## src/rtl/mcs_consts.svh

```systemverilog
// Constants for the motion command sequencer: defaults, codes, timing counts.
// Assumes inclusion by bare name from the package and the design modules.
`ifndef MCS_CONSTS_SVH
`define MCS_CONSTS_SVH

`define MCS_CLK_PERIOD_NS      10
`define MCS_POS_W              24
`define MCS_SPD_W              12
`define MCS_ENTRIES            16
`define MCS_SEL_W              4
`define MCS_SPD_MAX            12'd4000
`define MCS_JOG_SPD_DEF        12'd300
`define MCS_JOG_RAMP_MS_DEF    16'd100
`define MCS_JOG_TRQ_DEF        8'd100
`define MCS_JOG_TRQ_MAX        8'd250
`define MCS_JOG_STEPS_DEF      24'h000001
`define MCS_SOFT_LIM_POS_DEF   24'h7fffff
`define MCS_SOFT_LIM_NEG_DEF   24'h800000
`define MCS_WRAP_RANGE_DEF     24'h0003e8
`define MCS_OT_EN_DEF          1'b1
`define MCS_WRAP_EN_DEF        1'b0
`define MCS_STOP_MODE_DEF      2'h0
`define MCS_STOP_IMMED         2'h0
`define MCS_STOP_DECEL         2'h1
`define MCS_STOP_IMMED_OFF     2'h2
`define MCS_STOP_DECEL_OFF     2'h3
`define MCS_SPD_STEP           12'd1
`define MCS_STEP_DIV           16'd1000

`endif

```

## src/rtl/mcs_pkg.sv

```systemverilog
// Types shared by the motion command sequencer files.
// Assumes the constants header sits on the include path.
`include "mcs_consts.svh"

package mcs_pkg;

  // Motion state, one-hot.
  typedef enum logic [4:0] {
    MCS_IDLE  = 5'b00001,
    MCS_RUN   = 5'b00010,
    MCS_DECEL = 5'b00100,
    MCS_JOG   = 5'b01000,
    MCS_HOLD  = 5'b10000
  } mcs_state_t;

endpackage

```

## src/rtl/mcs_ramp.sv

```systemverilog
// Speed ramp: moves the present speed toward a target one unit per tick and
// emits a step pulse at a rate set by the present speed.
// Assumes a single clock, synchronous reset and a shared clock enable.
`timescale 1ns/1ns
`default_nettype none
`include "mcs_consts.svh"

module mcs_ramp
  import mcs_pkg::*;
(
  input  wire logic                    clock,
  input  wire logic                    rst,
  input  wire logic                    clk_en,
  input  wire logic [`MCS_SPD_W-1:0]   target,
  input  wire logic                    halt_now,
  input  wire logic [15:0]             ramp_div,
  output logic      [`MCS_SPD_W-1:0]   speed,
  output logic                         step
);

  logic [15:0] ramp_cnt;
  logic [15:0] step_acc;
  logic [16:0] next_acc;

  // ************************************************************
  // Speed ramp
  // ************************************************************
  // One speed unit per ramp tick; a zero divider ramps every cycle.
  always_ff @(posedge clock) begin
    if (rst) begin
      speed    <= '0;
      ramp_cnt <= '0;
    end else if (clk_en) begin
      if (halt_now) begin
        speed    <= '0;
        ramp_cnt <= '0;
      end else if (ramp_cnt >= ramp_div) begin
        ramp_cnt <= '0;
        if (speed < target)
          speed <= speed + `MCS_SPD_STEP;
        else if (speed > target)
          speed <= speed - `MCS_SPD_STEP;
      end else begin
        ramp_cnt <= ramp_cnt + 16'd1;
      end
    end
  end

  // ************************************************************
  // Step generator
  // ************************************************************
  // Phase accumulator; overflow past the divider gives one step.
  assign next_acc = {1'b0, step_acc} + {5'd0, speed};

  always_ff @(posedge clock) begin
    if (rst) begin
      step_acc <= '0;
      step     <= 1'b0;
    end else if (clk_en) begin
      if (next_acc >= {1'b0, `MCS_STEP_DIV}) begin
        step_acc <= 16'(next_acc - {1'b0, `MCS_STEP_DIV});
        step     <= 1'b1;
      end else begin
        step_acc <= next_acc[15:0];
        step     <= 1'b0;
      end
    end
  end

endmodule
`default_nettype wire

```

## src/rtl/mcs_top.sv

```systemverilog
// Motion command sequencer for a motor driver in position control mode.
// Assumes level inputs from a host on pins (synchronised here) and a power
// stage that takes one step pulse plus direction per commanded step.
//
// Function
// - Run input starts continuous rotation at selected speed, drops ready.
// - Select change during run ramps to the new entry's speed.
// - Releasing the run input decelerates to standstill, then ready rises.
// - Same direction asserted during deceleration accelerates again.
// - Opposite direction during deceleration stops first, then reverses.
// - Both run inputs together decelerate to a stop.
// - Moving output falls once the motor reaches standstill.
// - After a stop, ready rises only with both run inputs released.
// - Inch inputs move the configured step count in their direction.
// - Inch moves use inch speed, ramp time and torque limit settings.
// - Ready drops during an inch move, returns at completion.
// - Inch, panel inch and teaching refused under free-run or stop.
// - Panel key press moves one step; holding rotates continuously.
// - Teaching stores present position into selected entry, forces absolute.
// - Stop input stops by one of four methods, default immediate.
// - Enabled overtravel with coordinate set decelerates at either limit.
// - Software limits are signed steps, defaults +8388607 and -8388608.
// - Coordinate established only after home return or position preset.
// - Wrap resets position beyond range; range default 1000.
// - Wrap enabled disables overtravel checking.
// - Sixteen data entries selected by four binary select inputs.
`timescale 1ns/1ns
`default_nettype none
`include "mcs_consts.svh"

module mcs_top
  import mcs_pkg::*;
(
  input  wire logic                    clock,
  input  wire logic                    rst,
  input  wire logic                    clk_en,
  input  wire logic                    run_positive,
  input  wire logic                    run_negative,
  input  wire logic [`MCS_SEL_W-1:0]   data_select_bits,
  input  wire logic                    inch_positive,
  input  wire logic                    inch_negative,
  input  wire logic                    stop_in,
  input  wire logic                    free_in,
  input  wire logic                    panel_test,
  input  wire logic                    panel_key_pos,
  input  wire logic                    panel_key_neg,
  input  wire logic                    teach_req,
  input  wire logic                    home_done,
  input  wire logic                    preset_req,
  input  wire logic [`MCS_POS_W-1:0]   preset_pos,
  input  wire logic                    entry_wr,
  input  wire logic [`MCS_SEL_W-1:0]   entry_idx,
  input  wire logic [`MCS_SPD_W-1:0]   entry_speed,
  input  wire logic [`MCS_SPD_W-1:0]   inch_speed,
  input  wire logic [15:0]             inch_ramp_ms,
  input  wire logic [7:0]              inch_torque,
  input  wire logic [`MCS_POS_W-1:0]   inch_steps,
  input  wire logic [1:0]              stop_mode,
  input  wire logic                    overtravel_en,
  input  wire logic [`MCS_POS_W-1:0]   soft_lim_pos,
  input  wire logic [`MCS_POS_W-1:0]   soft_lim_neg,
  input  wire logic                    wrap_en,
  input  wire logic [`MCS_POS_W-1:0]   wrap_range,
  output logic                         ready,
  output logic                         moving,
  output logic                         step_out,
  output logic                         dir_out,
  output logic                         current_on,
  output logic [7:0]                   torque_limit,
  output logic                         coord_set,
  output logic [`MCS_POS_W-1:0]        cmd_pos,
  output logic [`MCS_POS_W-1:0]        taught_pos,
  output logic                         taught_abs
);

  // ************************************************************
  // Input synchronisers
  // ************************************************************
  localparam int NS = 12;
  logic [NS-1:0] sync1;
  logic [NS-1:0] sync2;
  logic [NS-1:0] raw_in;

  assign raw_in = {run_positive, run_negative, data_select_bits, inch_positive,
                   inch_negative, stop_in, free_in, panel_key_pos, panel_key_neg};

  // Pin inputs pass two flip-flops; only the second stage is read.
  always_ff @(posedge clock) begin
    if (rst) begin
      sync1 <= '0;
      sync2 <= '0;
    end else if (clk_en) begin
      sync1 <= raw_in;
      sync2 <= sync1;
    end
  end

  logic       s_fwd, s_rvs, s_ip, s_in, s_stop, s_free, s_kp, s_kn;
  logic [3:0] s_sel;
  assign {s_fwd, s_rvs, s_sel, s_ip, s_in, s_stop, s_free, s_kp, s_kn} = sync2;

  // ************************************************************
  // Operation data table
  // ************************************************************
  logic [`MCS_SPD_W-1:0] entry_spd [`MCS_ENTRIES];
  logic [`MCS_POS_W-1:0] entry_pos [`MCS_ENTRIES];
  logic [`MCS_ENTRIES-1:0] entry_abs;
  logic teach_ok;

  genvar gi;
  generate
    for (gi = 0; gi < `MCS_ENTRIES; gi++) begin : g_entry
      always_ff @(posedge clock) begin
        if (rst) begin
          entry_spd[gi] <= '0;
          entry_pos[gi] <= '0;
          entry_abs[gi] <= 1'b0;
        end else if (clk_en) begin
          if (entry_wr && entry_idx == gi)
            entry_spd[gi] <= entry_speed;
          if (teach_ok && s_sel == gi) begin
            entry_pos[gi] <= cmd_pos;
            entry_abs[gi] <= 1'b1;
          end
        end
      end
    end
  endgenerate

  // Teach results of the selected entry are presented on the outputs.
  always_ff @(posedge clock) begin
    if (rst) begin
      taught_pos <= '0;
      taught_abs <= 1'b0;
    end else if (clk_en) begin
      taught_pos <= entry_pos[s_sel];
      taught_abs <= entry_abs[s_sel];
    end
  end

  // ************************************************************
  // Motion state machine
  // ************************************************************
  mcs_state_t state, next_state;
  logic [`MCS_SPD_W-1:0] speed, target;
  logic       step_pulse;
  logic       halt_now;
  logic       inhibit;
  logic       limit_hit;
  logic       jog_req, jog_dir;
  logic [`MCS_POS_W-1:0] jog_left;
  logic       key_prev;
  logic       want_dir;
  logic       run_one;

  assign inhibit  = s_free | s_stop;
  assign teach_ok = teach_req & panel_test & ~inhibit & (state == MCS_IDLE);
  assign run_one  = s_fwd ^ s_rvs;
  assign want_dir = s_fwd;
  assign jog_req  = ~inhibit & (((s_ip | s_in) & ~panel_test) |
                    (panel_test & (s_kp | s_kn) & ~key_prev));
  assign jog_dir  = panel_test ? s_kp : s_ip;

  always_comb begin
    next_state = state;
    unique case (state)
      MCS_IDLE: begin
        if (run_one && !inhibit && !limit_hit)
          next_state = MCS_RUN;
        else if (jog_req)
          next_state = MCS_JOG;
      end
      MCS_RUN: begin
        if (!run_one || limit_hit || want_dir != dir_out)
          next_state = MCS_DECEL;
      end
      MCS_DECEL: begin
        if (run_one && want_dir == dir_out && !limit_hit && !inhibit)
          next_state = MCS_RUN;
        else if (speed == '0)
          next_state = MCS_HOLD;
      end
      MCS_JOG: begin
        // held key keeps moving
        // A finished move halts; ramping down here would overrun the count.
        if (jog_left == '0 && !(panel_test && (s_kp | s_kn)))
          next_state = MCS_HOLD;
        else if (limit_hit)
          next_state = MCS_DECEL;
      end
      MCS_HOLD: begin
        if (!s_fwd && !s_rvs)
          next_state = MCS_IDLE;
        else if (run_one && !inhibit && !limit_hit)
          next_state = MCS_RUN;
      end
    endcase
    if (s_stop && state != MCS_IDLE && state != MCS_HOLD)
      next_state = (stop_mode[0] && speed != '0) ? MCS_DECEL : MCS_HOLD;
  end

  always_ff @(posedge clock) begin
    if (rst)
      state <= MCS_IDLE;
    else if (clk_en)
      state <= next_state;
  end

  // Panel key history for the single-press edge.
  always_ff @(posedge clock) begin
    if (rst)
      key_prev <= 1'b0;
    else if (clk_en)
      key_prev <= s_kp | s_kn;
  end

  // Direction latches on entry to a move; it never flips while turning.
  always_ff @(posedge clock) begin
    if (rst)
      dir_out <= 1'b1;
    else if (clk_en && (state == MCS_IDLE || state == MCS_HOLD)) begin
      if (next_state == MCS_RUN)
        dir_out <= want_dir;
      else if (next_state == MCS_JOG)
        dir_out <= jog_dir;
    end
  end

  always_ff @(posedge clock) begin
    if (rst)
      jog_left <= '0;
    else if (clk_en) begin
      if (state == MCS_IDLE && next_state == MCS_JOG)
        jog_left <= panel_test ? `MCS_POS_W'(1) : inch_steps;
      else if (state == MCS_JOG && step_out && jog_left != '0)
        jog_left <= jog_left - `MCS_POS_W'(1);
    end
  end

  always_comb begin
    target = '0;
    if (state == MCS_RUN)
      target = entry_spd[s_sel];
    else if (state == MCS_JOG && (jog_left > `MCS_POS_W'(1) || panel_test))
      target = inch_speed;
    else if (state == MCS_JOG)
      target = `MCS_SPD_W'(1);
  end

  // Immediate stop codes drop speed at once; others ramp down. Hold zeroes it.
  assign halt_now = (s_stop && !stop_mode[0] && state != MCS_IDLE) || state == MCS_HOLD;

  mcs_ramp u_ramp (
    .clock    (clock),
    .rst      (rst),
    .clk_en   (clk_en),
    .target   (target),
    .halt_now (halt_now),
    .ramp_div (inch_ramp_ms),
    .speed    (speed),
    .step     (step_pulse)
  );

  // ************************************************************
  // Outputs and position
  // ************************************************************
  // ready low in motion
  always_ff @(posedge clock) begin
    if (rst) begin
      ready    <= 1'b1;
      moving   <= 1'b0;
      step_out <= 1'b0;
    end else if (clk_en) begin
      ready    <= (next_state == MCS_IDLE);
      moving   <= (next_state == MCS_RUN) || (next_state == MCS_JOG) ||
                  (next_state == MCS_DECEL);
      step_out <= step_pulse && (state != MCS_IDLE) && (state != MCS_HOLD) &&
                  (state != MCS_JOG || jog_left > `MCS_POS_W'(step_out) || (panel_test && (s_kp | s_kn)));
    end
  end

  always_ff @(posedge clock) begin
    if (rst) begin
      current_on   <= 1'b1;
      torque_limit <= `MCS_JOG_TRQ_DEF;
    end else if (clk_en) begin
      if (s_stop && stop_mode[1] && state != MCS_IDLE)
        current_on <= 1'b0;
      else if (!s_stop && !s_free)
        current_on <= 1'b1;
      torque_limit <= (inch_torque > `MCS_JOG_TRQ_MAX) ? `MCS_JOG_TRQ_MAX : inch_torque;
    end
  end

  always_ff @(posedge clock) begin
    if (rst)
      coord_set <= 1'b0;
    else if (clk_en && (home_done || (preset_req && state == MCS_IDLE)))
      coord_set <= 1'b1;
  end

  assign limit_hit = overtravel_en && coord_set && !wrap_en &&
                     (dir_out ? ($signed(cmd_pos) >= $signed(soft_lim_pos))
                              : ($signed(cmd_pos) <= $signed(soft_lim_neg)));

  always_ff @(posedge clock) begin
    if (rst)
      cmd_pos <= '0;
    else if (clk_en) begin
      if (home_done)
        cmd_pos <= '0;
      else if (preset_req && state == MCS_IDLE)
        cmd_pos <= preset_pos;
      else if (step_out) begin
        if (wrap_en && dir_out && cmd_pos >= wrap_range - `MCS_POS_W'(1))
          cmd_pos <= '0;
        else if (wrap_en && !dir_out && cmd_pos == '0)
          cmd_pos <= wrap_range - `MCS_POS_W'(1);
        else
          cmd_pos <= dir_out ? cmd_pos + `MCS_POS_W'(1) : cmd_pos - `MCS_POS_W'(1);
      end
    end
  end
endmodule
`default_nettype wire

```

## config.mk

```make
export PLATFORM = sky130hd
export DESIGN_NAME = mcs_top
export DESIGN_NICKNAME = d
export VERILOG_FILES = /design/src/rtl/mcs_pkg.sv /design/src/rtl/mcs_ramp.sv /design/src/rtl/mcs_top.sv
export VERILOG_INCLUDE_DIRS = /design/src /design/src/rtl
export SDC_FILE = /design/constraint.sdc
export NUM_CORES = 2
export LEC_CHECK = 0
export BUFFER_PORTS_ARGS = -buffer_cell sky130_fd_sc_hd__buf_2
export CORE_UTILIZATION = 55
export CTS_CLUSTER_DIAMETER = 30
export DETAILED_ROUTE_END_ITERATION = 6
export PLACE_DENSITY_LB_ADDON = 0.1
export SYNTH_ARGS = -nofsm -noshare
export SYNTH_HDL_FRONTEND = slang
export SYNTH_SLANG_ARGS = --single-unit
```

## constraint.sdc

```tcl
create_clock -name clock -period 13.9 [get_ports clock]
set_input_delay 2.78 -clock clock [delete_from_list [all_inputs] [get_ports clock]]
set_output_delay 2.78 -clock clock [all_outputs]
set_load 0.01 [all_outputs]
```

==> impl_metrics.yaml <==
run_status:
  status: "finished, final reports clean"
power:
  p_int_mw: 5.32
  p_seq_share_pct: 36.5
  p_switching_mw: 1.77
  swShare_pct: 24.9
  peakVddDrop_uv: 140
  power.leakage_nw: 18.9
  clkPwrFrac_pct: 54.2
  powerDensity_nw_per_um2: 149
  p_comb_share_pct: 9.2
setup_path:
  path_delay_family: "compound AO/OA/AOI/OAI gates"
  startpoint_type: "input port"
  r2r_start: "jog_left[16]"
  arrival_ns: 8.59
  critPathMaxFanout: 13
  timing_worst_setup_path_type: "input port to flip-flop"
  path_cells: "buf_2, nor3_1, nor2b_1, a22oi_1, ha_1, a21o_1, a21o_1, a21oi_1, o211ai_1, ha_1, a21o_1, a21o_1, a21o_1, a21oi_1, o21ai_0, a211oi_1, o21bai_1, a21oi_1, xnor2_1, or4b_2, a31oi_1"
  max_stage_delay_ns: 0.92
  cpMaxStageDelayCell: "o211ai_1"
  crit_path_end_kind: "flip-flop"
  setup.worst_path.start: "panel_test"
  worst_path_most_repeated_cell: "a21o_1"
  rrSetupSlack_ns: 6.40
  critPathRequiredTime_ns: 14.54
  critPathBufInv: 1
synthesis:
  synth_compound_area_share_pct: 7.74
  synthTopCellsByCount: "edfxtp_1 (576), and2_1 (553), nor2_1 (234)"
  synth_simple_gate_area_share_pct: 17.4
  yosysSeqAreaShare_pct: 52.7
  syn_inst: 3301
  synth-main-ff-cell: "edfxtp_1"
  yosys.area.top_type: "edfxtp_1"
  syn-cell-area_um2: 39700
  synthTopCellsByArea: "edfxtp_1 (44%), mux4_2 (10%), dfxtp_1 (9.2%), and2_1 (8.7%), ha_1 (4.8%)"
  syn_nets: 3652
  synth_top_area_share_pct: 43.5
  synthAdderAreaFrac_pct: 4.94
  synth_top_family_by_area: "simple AND/OR/NAND/NOR gates"
  ys_seq_elements: 758
  syn_area_per_cell_um2: 12.0
  synth_edf_count: 576
  yosysWarnings: 0
  synthMuxAreaShare_pct: 12.4
  synth_cell_type_count: 90
  yosysMostFrequentCell: "edfxtp_1"
  synth_xor_xnor_area_share_pct: 1.83
  async_flop_share_pct: 0
floorplan:
  dieArea_um2: 73300
  io_pins: 259
  core_um2: 71500
  start_util_pct: 55.6
  row_count: 98
  die_height_um: 271
  die_w_um: 271
clocking:
  cts_max_path_buffers: 3
  htreeDepth: 4
  clk_pin_slew_ns: 0.05
  cts-resized-gates: 0
  clock_sinks: 758
  cts_buffers: 154
  clk_latency_ns: 0.74
  post_cts_buffers: 0
  cts_hold_buf: 0
  cts-root-buf: "clkbuf_16"
  cts_tree: "built"
timing:
  slew_violations: 0
  fmax_ghz: 0.126
  skew_ns: 0.0641
  post-route-period-util_pct: 57.2
  slew_headroom_pct: 12.1
  hold_violations: 0
  tightestPinTransition_ns: 1.31
  rsz0062_at_grt: "no"
  setup-tns-final_ns: 0
  final.min_clock_period_ns: 7.95
  setup_viol: 0
routing:
  drtIter0Drc: 3127
  detail_route.first_pass.iterations: 5
  viasPerCell: 6.19
  wirelength_um: 119000
  ant_nets: 0
  route.vias.total: 29000
  routedWlPerCell_um: 25.4
  route.detailed.drc: 0
run:
  drv_cap: 0
global_routing:
  antenna_found_initial: 21
  grt_max_degree: 79
  grt_pass1_wl_um: 178000
  first_global_vias: 28500
  grt.total_usage_pct: 32.6
  gr-total-overflow: 0
final_layout:
  area_growth_pct: 20.0
  stdcell_count: 4682
  nets: 3935
  drive_above_1_share_pct: 22.7
worst_hold_path:
  hold_class: "flip-flop to flip-flop"
  worstHoldStart: "entry_abs[0]"
place:
  dp_hpwl_um: 78000
  post-place-cells: 4378
  io_buffers: 258
  place_congestion: 0.948
worst register-to-register path, delay by kind of cell (launching register included):
| family | cells | cell delay, ns |
|---|---|---|
| adder cells (fa/ha/maj) | 2 | 0.60 |
| AND/OR/NAND/NOR | 6 | 3.00 |
| XOR/XNOR | 1 | 0.14 |
| AO/OA/AOI/OAI | 14 | 3.29 |
| flip-flops | 1 | 0.36 |
kinds of logic (layout without fill, tap and decap cells):
group                      Yosys count  after routing
AOI/OAI and AO/OA                  463            463
buffers and inverters              313            726
xor gates and xnor gates            83             83
and+or+nand+nor                   1269           1269
muxes                              260            260
DFF                                758            758
other                                0             18
adders and majority gates          155            155
sequential cells by signal (all words and copies together), names as in the netlist, 5 cells and up, named ones only:
signal and count:
entry_abs 16, entry_spd 192, sync2 12, cmd_pos 24, jog_left 24, taught_pos 24, u_ramp.step_acc 16, entry_pos 384
u_ramp.ramp_cnt 16, torque_limit 8, state 5, sync1 12, u_ramp.speed 12
through the flow:
stage / total power [mW] / worst slack, ns / utilization [%] / hold slack (ns) / area (um2)
4_1_cts: 7.10 / 6.13 / 66.6 / 0.449 / 47600
2_1_floorplan: 3.04 / 6.38 / - / 0.421 / 39700
5_1_grt: 7.28 / 5.55 / 66.7 / 0.466 / 47700
6_report: 7.08 / 5.95 / 66.7 / 0.449 / 47700
3_3_place_gp: 3.25 / 5.47 / 58.9 / 0.429 / 42100
3_5_place_dp: 3.27 / 5.39 / 58.9 / 0.440 / 42100
layout by cell type (no fill, tap or decap), types with 10 or more instances in the layout:
cell	instances
edfxtp_1	576
and2_1	553
buf_2	256
nor2_1	234
mux4_2	185
dfxtp_1	176
nand2_1	154
clkbuf_16	154
ha_1	152
a21oi_1	126
inv_1	101
o21ai_0	84
nor3_1	77
buf_4	77
mux2i_1	66
nand3_1	58
xnor2_1	55
a21o_1	49
a22oi_1	31
xor2_1	28
or3_1	27
a31oi_1	27
nand4_1	26
bufinv_16	23
clkinv_2	23
nor4_1	22
nor2b_1	19
diode_2	18
a211oi_1	18
nand2b_1	16
clkinv_1	16
clkbuf_1	16
o211ai_1	15
o31ai_1	15
and3_1	14
inv_6	14
clkinvlp_4	12
or4_1	11
or2_2	11
clkinv_4	10
metal layers:
layer  part of all wire [%]  global-route usage [%]
met3                    9.4                    6.31
met4                    3.0                    12.1
met5                  0.061                       0
met2                     47                    51.6
met1                     40                    44.7
power by group through the flow:
stage / clock network (mW) / registers (mW) / logic (mW)
2_1_floorplan: 0 / 2.61 / 0.429
3_3_place_gp: 0 / 2.62 / 0.629
3_5_place_dp: 0 / 2.63 / 0.643
4_1_cts: 3.86 / 2.59 / 0.648
5_1_grt: 3.98 / 2.60 / 0.704
6_report: 3.84 / 2.59 / 0.654
area by class of cell:
type                    instances  area [um2]
diodes                         18        45.0
clock buffers                 175        3980
clock inverters               111        1520
fillers                      5206       23800
inverters                     105         394
multi-input cells            2230       17700
flip-flops and latches        758       21000
well taps                     950        1190
repair buffers                335        1880
final timing paths:
check,end,cells after the start
worst max-delay path,u_ramp.speed[11],21
worst min-delay path,entry_abs[0],1
worst max register to register,u_ramp.speed[11],23
worst min register to register,entry_abs[0],1
No activity file was read; power rests on OpenSTA's default activity.
